==> src/pkt_stream_pkg.sv <==
/*
  Shared constants for the client packet stream: word width, byte count,
  width of the unused byte count, buffer depth and reset values.
  Assumes both ends and the interface import it.
*/
package pkt_stream_pkg;
  localparam int         WORD_BITS      = 256;
  localparam int         WORD_BYTES     = WORD_BITS / 8;
  localparam int         UNUSED_BITS    = 5;
  localparam int         BUF_DEPTH      = 2;
  localparam logic [4:0] UNUSED_RESET   = 5'h00;
  localparam logic [4:0] UNUSED_NONE    = 5'h00;
  localparam int         READY_LATENCY  = 0;
endpackage

==> src/pkt_stream_if.sv <==
/*
  Interface joining the MAC-side end and the client end of the packet
  stream. Assumes one clock and an active low asynchronous reset shared
  by both ends.
*/
`timescale 1ns/1ps
interface pkt_stream_if
  import pkt_stream_pkg::*;
  (input wire logic clk,
   input wire logic rst_n);
  // Transmit path, client to MAC
  logic [WORD_BITS-1:0]   tx_word;
  logic                   tx_word_valid;
  logic                   tx_frame_first;
  logic                   tx_frame_last;
  logic [UNUSED_BITS-1:0] tx_unused_bytes;
  logic                   tx_ready;
  // Receive path, MAC to client
  logic [WORD_BITS-1:0]   rx_word;
  logic                   rx_word_valid;
  logic                   rx_frame_first;
  logic                   rx_frame_last;
  logic [UNUSED_BITS-1:0] rx_unused_bytes;

  modport mac (
    input  clk, rst_n, tx_word, tx_word_valid, tx_frame_first, tx_frame_last, tx_unused_bytes,
    output tx_ready, rx_word, rx_word_valid, rx_frame_first, rx_frame_last, rx_unused_bytes
  );
  modport client (
    input  clk, rst_n, tx_ready, rx_word, rx_word_valid, rx_frame_first, rx_frame_last, rx_unused_bytes,
    output tx_word, tx_word_valid, tx_frame_first, tx_frame_last, tx_unused_bytes
  );
endinterface

==> src/pkt_stream_mac.sv <==
/*
  MAC-side end of the client packet stream. Transmit words taken from the
  client go through a two-entry buffer to the MAC user port; receive words
  from the MAC user port go through a second two-entry buffer to the client.
  A sticky framing flag reports faults seen on either input.
  Assumes the client end keeps its own framing duties.
*/
`timescale 1ns/1ps
// Summary of operation
// RULE1 - Client keeps tx valid high through frame
// RULE2 - Client marks first word of frame
// RULE3 - Client marks last word of frame
// RULE4 - Last word carries unused low byte count
// RULE5 - Core marks first delivered receive word
// RULE6 - Receive valid only with new word
// RULE7 - Client ignores receive side when invalid
// RULE8 - Core marks last word with unused count
// RULE9 - Transmit accepted same cycle ready high
// RULE10 - Client holds transmit word while not ready
module pkt_stream_mac
  import pkt_stream_pkg::*;
  (
  pkt_stream_if.mac                  link,
  output logic [WORD_BITS-1:0]       txo_word,
  output logic                       txo_valid,
  output logic                       txo_first,
  output logic                       txo_last,
  output logic [UNUSED_BITS-1:0]     txo_unused,
  input  wire logic                  txo_ready,
  input  wire logic [WORD_BITS-1:0]  rxi_word,
  input  wire logic                  rxi_valid,
  input  wire logic                  rxi_first,
  input  wire logic                  rxi_last,
  input  wire logic [UNUSED_BITS-1:0] rxi_unused,
  output logic                       rxi_ready,
  output logic                       frame_error
  );
  localparam int EW = WORD_BITS + 2 + UNUSED_BITS;

  // Local names for the shared clock and reset of the link
  wire           clk_w = link.clk;
  wire           rst_w = link.rst_n;

  logic [EW-1:0] tx_mem [BUF_DEPTH];
  logic [EW-1:0] rx_mem [BUF_DEPTH];
  logic          tx_wp;
  logic          tx_rp;
  logic [1:0]    tx_cnt;
  logic          rx_wp;
  logic          rx_rp;
  logic [1:0]    rx_cnt;
  logic          tx_push;
  logic          tx_pop;
  logic          rx_push;
  logic          rx_pop;
  logic          in_frame;
  logic          rx_in_frame;
  logic          rxi_open;

  // Transmit accept: ready is a pure function of buffer room, so it never
  // waits on valid and a word is taken in the cycle ready is seen high
  assign link.tx_ready = (tx_cnt != 2'(BUF_DEPTH)); // RULE9
  assign tx_push       = link.tx_word_valid && link.tx_ready; // RULE9

  // Buffer head drives the user port; valid means not empty
  assign txo_valid     = (tx_cnt != 2'h0);
  assign tx_pop        = txo_valid && txo_ready;
  assign txo_word      = tx_mem[tx_rp][EW-1 -: WORD_BITS];
  assign txo_first     = tx_mem[tx_rp][UNUSED_BITS+1];
  assign txo_last      = tx_mem[tx_rp][UNUSED_BITS];
  assign txo_unused    = tx_mem[tx_rp][UNUSED_BITS-1:0];

  // Transmit buffer storage
  always_ff @(posedge clk_w) begin
    if (tx_push) begin
      tx_mem[tx_wp] <= {link.tx_word, link.tx_frame_first, link.tx_frame_last,
                        link.tx_frame_last ? link.tx_unused_bytes : UNUSED_NONE}; // RULE4
    end
  end

  // Transmit write pointer steps on every accepted word
  always_ff @(posedge clk_w or negedge rst_w) begin
    if (!rst_w) begin
      tx_wp <= 1'b0;
    end else if (tx_push) begin
      tx_wp <= ~tx_wp;
    end
  end

  // Transmit read pointer steps on every word the sink takes
  always_ff @(posedge clk_w or negedge rst_w) begin
    if (!rst_w) begin
      tx_rp <= 1'b0;
    end else if (tx_pop) begin
      tx_rp <= ~tx_rp;
    end
  end

  // Transmit fill count; a push and a pop in one cycle leave it unchanged
  always_ff @(posedge clk_w or negedge rst_w) begin
    if (!rst_w) begin
      tx_cnt <= 2'h0;
    end else begin
      tx_cnt <= tx_cnt + 2'(tx_push) - 2'(tx_pop);
    end
  end

  // Transmit frame tracker: open after a first word that is not also last
  always_ff @(posedge clk_w or negedge rst_w) begin
    if (!rst_w) begin
      in_frame <= 1'b0;
    end else if (tx_push && link.tx_frame_first && !link.tx_frame_last) begin
      in_frame <= 1'b1;
    end else if (tx_push && link.tx_frame_last) begin
      in_frame <= 1'b0; // RULE3
    end
  end

  // Receive input tracker, apart from the client-side framing, so that a
  // wrong first marker from the MAC core is caught before the buffer
  always_ff @(posedge clk_w or negedge rst_w) begin
    if (!rst_w) begin
      rxi_open <= 1'b0;
    end else if (rx_push) begin
      rxi_open <= !rxi_last;
    end
  end

  // Framing monitor: sticky on a dropped valid or a stray marker; only
  // reset clears it, so a one-cycle fault stays visible
  always_ff @(posedge clk_w or negedge rst_w) begin
    if (!rst_w) begin
      frame_error <= 1'b0;
    end else if (in_frame && !link.tx_word_valid) begin
      frame_error <= 1'b1; // RULE1
    end else if (tx_push && (link.tx_frame_first == in_frame)) begin
      frame_error <= 1'b1; // RULE2
    end else if (rx_push && (rxi_first == rxi_open)) begin
      frame_error <= 1'b1;
    end
  end

  // Receive buffer: MAC side fills, client side drains every valid word
  assign rxi_ready = (rx_cnt != 2'(BUF_DEPTH));
  assign rx_push   = rxi_valid && rxi_ready;
  assign rx_pop    = (rx_cnt != 2'h0);

  // Receive buffer storage
  always_ff @(posedge clk_w) begin
    if (rx_push) begin
      rx_mem[rx_wp] <= {rxi_word, rxi_first, rxi_last, rxi_last ? rxi_unused : UNUSED_NONE};
    end
  end

  // Receive write pointer steps on every word from the MAC core
  always_ff @(posedge clk_w or negedge rst_w) begin
    if (!rst_w) begin
      rx_wp <= 1'b0;
    end else if (rx_push) begin
      rx_wp <= ~rx_wp;
    end
  end

  // Receive read pointer steps on every word sent to the client
  always_ff @(posedge clk_w or negedge rst_w) begin
    if (!rst_w) begin
      rx_rp <= 1'b0;
    end else if (rx_pop) begin
      rx_rp <= ~rx_rp;
    end
  end

  // Receive fill count; the drain every cycle keeps it below full
  always_ff @(posedge clk_w or negedge rst_w) begin
    if (!rst_w) begin
      rx_cnt <= 2'h0;
    end else begin
      rx_cnt <= rx_cnt + 2'(rx_push) - 2'(rx_pop);
    end
  end

  // Registered receive outputs; word holds its value while valid is low
  always_ff @(posedge clk_w or negedge rst_w) begin
    if (!rst_w) begin
      link.rx_word         <= '0;
      link.rx_word_valid   <= 1'b0;
      link.rx_frame_first  <= 1'b0;
      link.rx_frame_last   <= 1'b0;
      link.rx_unused_bytes <= UNUSED_RESET;
    end else begin
      link.rx_word_valid <= rx_pop; // RULE6
      if (rx_pop) begin
        link.rx_word         <= rx_mem[rx_rp][EW-1 -: WORD_BITS];
        link.rx_frame_first  <= !rx_in_frame; // RULE5
        link.rx_frame_last   <= rx_mem[rx_rp][UNUSED_BITS]; // RULE8
        link.rx_unused_bytes <= rx_mem[rx_rp][UNUSED_BITS-1:0]; // RULE8
      end
    end
  end

  // Receive frame tracker; the word after a last word opens a new frame
  always_ff @(posedge clk_w or negedge rst_w) begin
    if (!rst_w) begin
      rx_in_frame <= 1'b0;
    end else if (rx_pop) begin
      rx_in_frame <= !rx_mem[rx_rp][UNUSED_BITS];
    end
  end
endmodule

==> src/flat_wrapper.sv <==
// flat-port wrapper written by rule: the top's interface ports become plain ports
module pkt_stream_mac_flat import pkt_stream_pkg::*;
  (txo_word, txo_valid, txo_first, txo_last, txo_unused, txo_ready, rxi_word, rxi_valid, rxi_first, rxi_last, rxi_unused, rxi_ready, frame_error, clk, rst_n, link_tx_word, link_tx_word_valid, link_tx_frame_first, link_tx_frame_last, link_tx_unused_bytes, link_tx_ready, link_rx_word, link_rx_word_valid, link_rx_frame_first, link_rx_frame_last, link_rx_unused_bytes);
  pkt_stream_if link_i (.clk(clk), .rst_n(rst_n));
  output logic [WORD_BITS-1:0] txo_word;
  output logic txo_valid;
  output logic txo_first;
  output logic txo_last;
  output logic [UNUSED_BITS-1:0] txo_unused;
  input  wire logic txo_ready;
  input  wire logic [WORD_BITS-1:0] rxi_word;
  input  wire logic rxi_valid;
  input  wire logic rxi_first;
  input  wire logic rxi_last;
  input  wire logic [UNUSED_BITS-1:0] rxi_unused;
  output logic rxi_ready;
  output logic frame_error;
  input wire logic clk;
  input wire logic rst_n;
  input wire logic [$bits(link_i.tx_word)-1:0] link_tx_word;
  input wire logic [$bits(link_i.tx_word_valid)-1:0] link_tx_word_valid;
  input wire logic [$bits(link_i.tx_frame_first)-1:0] link_tx_frame_first;
  input wire logic [$bits(link_i.tx_frame_last)-1:0] link_tx_frame_last;
  input wire logic [$bits(link_i.tx_unused_bytes)-1:0] link_tx_unused_bytes;
  output wire logic [$bits(link_i.tx_ready)-1:0] link_tx_ready;
  output wire logic [$bits(link_i.rx_word)-1:0] link_rx_word;
  output wire logic [$bits(link_i.rx_word_valid)-1:0] link_rx_word_valid;
  output wire logic [$bits(link_i.rx_frame_first)-1:0] link_rx_frame_first;
  output wire logic [$bits(link_i.rx_frame_last)-1:0] link_rx_frame_last;
  output wire logic [$bits(link_i.rx_unused_bytes)-1:0] link_rx_unused_bytes;
  assign link_i.tx_word = link_tx_word;
  assign link_i.tx_word_valid = link_tx_word_valid;
  assign link_i.tx_frame_first = link_tx_frame_first;
  assign link_i.tx_frame_last = link_tx_frame_last;
  assign link_i.tx_unused_bytes = link_tx_unused_bytes;
  assign link_tx_ready = link_i.tx_ready;
  assign link_rx_word = link_i.rx_word;
  assign link_rx_word_valid = link_i.rx_word_valid;
  assign link_rx_frame_first = link_i.rx_frame_first;
  assign link_rx_frame_last = link_i.rx_frame_last;
  assign link_rx_unused_bytes = link_i.rx_unused_bytes;
  pkt_stream_mac u_core (.link(link_i), .txo_word(txo_word), .txo_valid(txo_valid), .txo_first(txo_first), .txo_last(txo_last), .txo_unused(txo_unused), .txo_ready(txo_ready), .rxi_word(rxi_word), .rxi_valid(rxi_valid), .rxi_first(rxi_first), .rxi_last(rxi_last), .rxi_unused(rxi_unused), .rxi_ready(rxi_ready), .frame_error(frame_error));
endmodule
==> config.mk <==
export PLATFORM = sky130hd
export DESIGN_NAME = pkt_stream_mac_flat
export DESIGN_NICKNAME = d
export VERILOG_FILES = /design/src/pkt_stream_pkg.sv /design/src/pkt_stream_if.sv /design/src/pkt_stream_mac.sv /design/src/flat_wrapper.sv
export SDC_FILE = /design/constraint.sdc
export NUM_CORES = 1
export LEC_CHECK = 0
export BUFFER_PORTS_ARGS = -buffer_cell sky130_fd_sc_hd__buf_2
export CORE_AREA = 2 2 414 416
export DETAILED_ROUTE_END_ITERATION = 10
export DIE_AREA = 0 0 416 418
export PLACE_DENSITY = 0.56
export SLEW_MARGIN = 20
export SYNTH_ARGS = -nofsm -noshare
export SYNTH_HDL_FRONTEND = slang
export SYNTH_SLANG_ARGS = --single-unit
==> constraint.sdc <==
create_clock -name clk -period 14.3 [get_ports clk]
set_input_delay 2.145 -clock clk [delete_from_list [all_inputs] [get_ports clk]]
set_output_delay 2.145 -clock clk [all_outputs]
set_load 0.02 [all_outputs]
==> results of run 1 <==
[through the flow]
stage / hold slack [ns] / setup WS [ns] / instance area (µm²) / instances / util, %
after CTS: 0.462 / 7.96 / 59700 / 5988 / 35.3
after global routing: 0.483 / 7.81 / 59800 / 6007 / 35.4
after floorplan: 0.417 / 0.250 / 47400 / 2540 / -
after global placement: 0.453 / 8.89 / 55100 / 5728 / 32.6
final: 0.457 / 8.05 / 59800 / 6012 / 35.4
after detailed placement: 0.434 / 8.84 / 55100 / 5728 / 32.6
[power by group through the flow]
stage | Clock, mW | Combinational, mW | Sequential (mW)
global placement | 0 | 3.36 | 5.59
CTS | 3.71 | 3.39 | 5.53
finish | 3.61 | 3.32 | 5.52
floorplan | 0 | 1.87 | 6.01
global route | 3.86 | 3.55 | 5.60
detailed placement | 0 | 3.38 | 5.60
[placed cells by master (no fill, tap or decap), drive strengths merged, types with 6 or more instances in the layout]
cell / netlist / routed
bufinv: 0 / 6
clkinv: 0 / 36
edfxtp: 1050 / 1050
a21oi: 263 / 263
clkbuf: 11 / 198
nor2: 266 / 266
and2: 12 / 12
mux2: 264 / 264
buf: 107 / 1089
mux2i: 263 / 263
inv: 3 / 19
diode: 0 / 23
dfrtp: 276 / 276
[final timing paths]
check | end | from | slack (ns) | depth (start not counted)
setup / recovery | txo_word[96] | u_core.tx_rp | 8.05 | 4
hold / removal | u_core.link.rx_frame_first | u_core.rx_in_frame | 0.46 | 1
setup reg to reg | u_core.tx_mem[1][76] | u_core.tx_cnt[1] | 10.57 | 5
hold reg to reg | u_core.link.rx_frame_first | u_core.rx_in_frame | 0.46 | 1
max in group asynchronous | u_core.link.rx_word[19] | rst_n | 10.81 | 3
min in group asynchronous | u_core.link.rx_word[163] | rst_n | 1.39 | 1
[cell families after synthesis]
| kind of cell | after synthesis | synth area share, % |
|---|---|---|
| and+or+nand+nor | 289 | 2.40 |
| DFF | 1326 | 81.0 |
| muxes | 527 | 11.8 |
| AOI/OAI and AO/OA | 268 | 3.00 |
| xor gates and xnor gates | 8 | 0.148 |
| buffers and inverters | 121 | 1.57 |
| adders and majority gates | 1 | 0.0264 |
[critical path, stage by stage (launching register included)]
cell and delay, ns:
dfrtp_4 1.03, buf_4 0.86, buf_12 0.52, mux2_1 0.40, buf_2 0.16
[area by class of cell]
| cell class | instances | area, µm² | area share [%] |
|---|---|---|---|
| Sequential cell | 1326 | 38400 | 64.3 |
| Multi-Input combinational cell | 1093 | 8280 | 13.8 |
| Timing Repair Buffer | 1089 | 5630 | 9.41 |
| Clock buffer | 198 | 3940 | 6.58 |
| Tap cell | 2218 | 2780 | 4.64 |
| Clock inverter | 62 | 663 | 1.11 |
| Antenna cell | 23 | 57.6 | 0.0963 |
| Inverter | 3 | 11.3 | 0.0188 |
[metal layers]
metal  up-vias  GRT usage (%)  wire, µm
met3       299           5.78     11000
met1     12800           14.8     45200
met2       948           24.9     66100
met4        66           6.29      4600
met5         -              0       399
li1      11900              -         -
[state kept, by name, indices dropped and copies added, names as in the netlist]
| register | count |
|---|---|
| u_core.tx_mem | 526 |
| u_core.tx_cnt | 2 |
| u_core.link.rx_frame_first | 1 |
| u_core.in_frame | 1 |
| u_core.tx_wp | 1 |
| u_core.rx_cnt | 2 |
| u_core.link.rx_unused_bytes | 5 |
| u_core.rx_mem | 524 |
| u_core.frame_error | 1 |
| u_core.rxi_open | 1 |
| u_core.link.rx_frame_last | 1 |
| u_core.link.rx_word | 256 |
| u_core.rx_rp | 1 |
| u_core.rx_in_frame | 1 |
| u_core.rx_wp | 1 |
| u_core.tx_rp | 1 |
| u_core.link.rx_word_valid | 1 |
==> metrics.md, run 1 <==
| Metric | Value |
|---|---|
| Post-synth ARST share | 20.8% |
| Post-route setup TNS | 0 ns |
| F_max | 160 MHz |
| CTS Buffer Depth | 3 |
| Core area | 169000 µm² |
| Worst path required time | 12.15 ns |
| Overflow after GRT | 0 |
| Post-Synthesis Cells | 2540 |
| Yosys top cell area share | 66.5% |
| Chip Height | 418 µm |
| Max VDD drop | 149 µV |
| Count of pins over their slew limit | 0 |
| DP HPWL | 87.8 mm |
| PortBufs | 1061 |
| Sequential power share | 44.4% |
| Top cells by area, synth | edfxtp_1, dfrtp_1, mux2_1, mux2i_1, a21oi_1 |
| WL/cell | 21.2 µm |
| Cell taking the most area after synthesis | edfxtp_1 |
| Leak Pwr | 23.0 nW |
| DRC | 0 |
| Layout cells sized above 1 | 35.0% |
| YS warnings | 0 |
| CP max FO | 139 |
| Status | completed |
| P_int | 8.35 mW |
| Critical path capture point type | output port |
| Area grow syn2layout | 26.1% |
| Final hold vios | 0 |
| Clock power share | 29.0% |
| GRT Total Usage | 14.1% |
| Die area | 174000 µm² |
| Number of antenna violations at the first check in global routing | 66 |
| Number of enable flip-flop cells after synthesis | 1050 |
| Filler cells | 16100 |
| Clk root buf | clkbuf_16 |
| Worst Hold Class | reg -> reg |
| Die extent in x | 416 µm |
| Arr. time, crit path | 4.11 ns |
| Most instantiated cells after synthesis | edfxtp_1, dfrtp_1, nor2_1 |
| Count leader, synth | edfxtp_1 |
| DR iter-0 viols | 1466 |
| Number of global-route vias before repair | 26500 |
| CTS tree | built |
| Clk_skew | 0.0287 ns |
| Sw power | 4.10 mW |
| Final setup viols | 0 |
| Relative slew slack | 25.7% |
| I/O pin count | 1062 |
| Unique masters post-synth | 28 |
| Worst setup SP type | flip-flop |
| Worst skew pair latency | 0.77 ns |
| CTS resizes | 0 |
| Post-CTS Setup Inserts | 0 |
| Comb pwr share | 26.7% |
| Final Critical Period | 6.25 ns |
| Clock Sinks | 1326 |
| Nets | 4188 |
| Synth Area per Inst | 18.7 µm² |
| Detailed Route WL | 127 mm |
| #FFs+latches synth | 1326 |
| Maxcap violations | 0 |
| Vias/cell | 4.32 |
| Mapped Area | 47400 µm² |
| Ratio of final minimum period to clock period | 43.7% |
| Initial Util | 28.1% |
| Least-Margin Pin Slew | 1.11 ns |
| Post-DRT Antenna Nets | 0 |
| RD Place Congestion | 0.875 |
| Clock transition at the registers of the reported paths | 0.06 ns |
| Sw Ratio | 32.9% |
| CTS buffer count | 143 |
| First-pass GRT wire length | 181 mm |
| WS Path Type | reg -> out |
| Total power | 12.4 mW |
| Row count | 151 |
| Via count | 26000 |
| Main flop type after synthesis | edfxtp_1 |
| Hold_buf cts | 0 |
| Largest net degree at the start of global routing | 148 |
| Pwr dens | 208 nW/µm² |
| Post-synth net total | 3072 |
| Sequential share of the synthesized area | 81.0% |
| RSZ-0062 raised after global routing | false |
| CTS H-tree depth | 4 |
| Detailed Routing Iterations Pass 1 | 5 |
(Power assumes the default switching activity.)
==> run 2: changes to the inputs <==
- clock period: 14.3 -> 6.2 ns (I/O delays scaled with it)
==> run 2 against run 1 <==
Effect of this change: final cell count up 0.23%; register-to-register slack worse by 7.0 ns; first-iteration DRC count up 8.4%; critical path type unchanged; highest routed layer unchanged.
==> metrics.md, run 2 (synthesized netlist as in run 1, its figures left out) <==
| Metric | Value |
|---|---|
| CTS Buffer Depth | 3 (unchanged) |
| Worst Hold Class | in -> async (was reg -> reg) |
| Placement Cell Area | 55200 µm² (was 55100 µm²) |
| Final hold vios | 0 (unchanged) |
| F_max | 254 MHz |
| CP max FO | 105 (was 139) |
| Status | completed (unchanged) |
| Initial Util | 28.1% (unchanged) |
| Clk root buf | clkbuf_16 (unchanged) |
| FF-to-FF Start | u_core.tx_cnt[1] (unchanged) |
| Crit path from | u_core.tx_rp (unchanged) |
| Final Critical Period | 3.94 ns |
| Layout cells sized above 1 | 35.2% (was 35.0%) |
| Post-DRT Antenna Nets | 0 (unchanged) |
| Max reg flops | 526 (unchanged) |
| Chip Height | 418 µm (unchanged) |
| Hold_buf cts | 0 (unchanged) |
| Sw Ratio | 32.6% (was 32.9%) |
| Number of global-route vias before repair | 26500 (about the same) |
| PortBufs | 1061 (unchanged) |
| Worst skew pair latency | 0.79 ns (was 0.77 ns) |
| CTS buffer count | 145 (was 143) |
| Placed Instances | 5732 (was 5728) |
| First-pass GRT wire length | 184 mm (was 181 mm) |
| Critical path capture point type | output port (unchanged) |
| Sw power | 9.41 mW (was 4.10 mW) |
| Fin area | 60000 µm² (was 59800 µm²) |
| Row count | 151 (unchanged) |
| Worst path required time | 5.27 ns (was 12.15 ns) |
| Clk_skew | 0.0252 ns (was 0.0287 ns) |
| RD Place Congestion | 0.889 (was 0.875) |
| GRT Total Usage | 14.6% (was 14.1%) |
| Clock power share | 29.4% (was 29.0%) |
| DR iter-0 viols | 1589 (was 1466) |
| DP HPWL | 91.4 mm (was 87.8 mm) |
| Finished Layout Cells | 6026 (was 6012) |
| Clock Sinks | 1326 (unchanged) |
| Arr. time, crit path | 3.01 ns (was 4.11 ns) |
| DRC | 0 (unchanged) |
| P_int | 19.5 mW (was 8.35 mW) |
| Least-Margin Pin Slew | 1.26 ns (was 1.11 ns) |
| Maxcap violations | 0 (unchanged) |
| Reg-to-reg critical path endpoint | u_core.tx_mem[0][50] (was u_core.tx_mem[1][76]) |
| Pwr dens | 481 nW/µm² (was 208 nW/µm²) |
| Nets | 4193 (was 4188) |
| CTS tree | built (unchanged) |
| Clock transition at the registers of the reported paths | 0.06 ns (about the same) |
| CTS H-tree depth | 4 (unchanged) |
| Largest net degree at the start of global routing | 207 (was 148) |
| Detailed Routing Iterations Pass 1 | 7 (was 5) |
| Max VDD drop | 293 µV (was 149 µV) |
| Leak Pwr | 23.1 nW (was 23.0 nW) |
| I/O pin count | 1062 (unchanged) |
| Post-CTS Setup Inserts | 0 (unchanged) |
| Overflow after GRT | 0 (unchanged) |
| Biggest regs | u_core.tx_mem (526), u_core.rx_mem (524), u_core.link.rx_word (256) (unchanged) |
| Largest reg by FF count | u_core.tx_mem (unchanged) |
| Area grow syn2layout | 26.5% (was 26.1%) |
| Ratio of final minimum period to clock period | 63.5% |
| Leading cell type in the layout, fill and taps excluded | buf_2 (unchanged) |
| Count of pins over their slew limit | 0 (unchanged) |
| Hold WS | 0.0809 ns (was 0.457 ns) |
| Vias/cell | 4.34 (was 4.32) |
| Core area | 169000 µm² (unchanged) |
| Die extent in x | 416 µm (unchanged) |
| Detailed Route WL | 132 mm (was 127 mm) |
| Die area | 174000 µm² (unchanged) |
| Worst setup SP type | flip-flop (unchanged) |
| Comb pwr share | 26.4% (was 26.7%) |
| Via count | 26100 (was 26000) |
| Sequential power share | 44.3% (was 44.4%) |
| Relative slew slack | 15.9% (was 25.7%) |
| RSZ-0062 raised after global routing | false (unchanged) |
| Filler cells | 16100 (about the same) |
| Number of antenna violations at the first check in global routing | 84 (was 66) |
| CTS resizes | 0 (unchanged) |
| Worst r2r path cells | 4 (was 5) |
| Post-route setup TNS | 0 ns (unchanged) |
| WS Path Type | reg -> out (unchanged) |
| Leading cell types in the layout, fill and taps excluded | buf_2, edfxtp_1, dfrtp_1, nor2_1 (unchanged) |
| Final setup viols | 0 (unchanged) |
| R2R Setup Slk | 3.60 ns (was 10.57 ns) |
| WL/cell | 21.9 µm (was 21.2 µm) |
[run 2: how the worst max path moves through the flow]
stage                     endpoint  slack, ns  depth (start not counted)
2_1_floorplan  u_core.tx_mem[0][0]       0.79                          2
3_3_place_gp         txo_unused[4]       3.15                          3
3_5_place_dp          txo_word[66]       3.09                          3
4_1_cts               txo_word[71]       2.19                          3
5_1_grt               txo_word[66]       2.11                          3
6_report              txo_word[71]       2.26                          3
[run 2: power by group through the flow]
stage / registers, mW / logic, mW / clock network (mW)
floorplan: 13.5 / 4.33 / 0
global placement: 12.9 / 7.68 / 0
detailed placement: 13.0 / 7.74 / 0
CTS: 12.8 / 7.77 / 8.75
global route: 13.0 / 8.13 / 9.08
finish: 12.8 / 7.61 / 8.48
[run 2: layer usage]
metal	up-vias	share of wire, %	global-route usage, %
met1	12800	35	14.7
li1	11900	-	-
met2	999	53	26.5
met5	-	0.31	0
met4	62	4.1	6.60
met3	361	8.5	5.82
[run 2: layout make-up]
type,instances,area [µm²],share of cell area (%)
clock inverters,69,666,1.11
flip-flops and latches,1326,38400,64.1
multi-input cells,1093,8280,13.8
well taps,2218,2780,4.62
repair buffers,1092,5720,9.53
inverters,3,11.3,0.0188
diodes,26,65.1,0.108
clock buffers,199,4050,6.74
[run 2: worst max-delay path, stage by stage, from the launching register on]
cell     delay (ns)
dfrtp_4        0.95
buf_12         0.42
mux2_1         0.39
buf_2          0.16
[run 2: through the flow]
stage	total power, mW	utilization, %	setup WS [ns]
4_1_cts	29.3	35.4	2.19
6_report	28.9	35.5	2.26
2_1_floorplan	17.8	-	0.793
3_5_place_dp	20.7	32.7	3.09
3_3_place_gp	20.6	32.7	3.15
5_1_grt	30.2	35.5	2.11
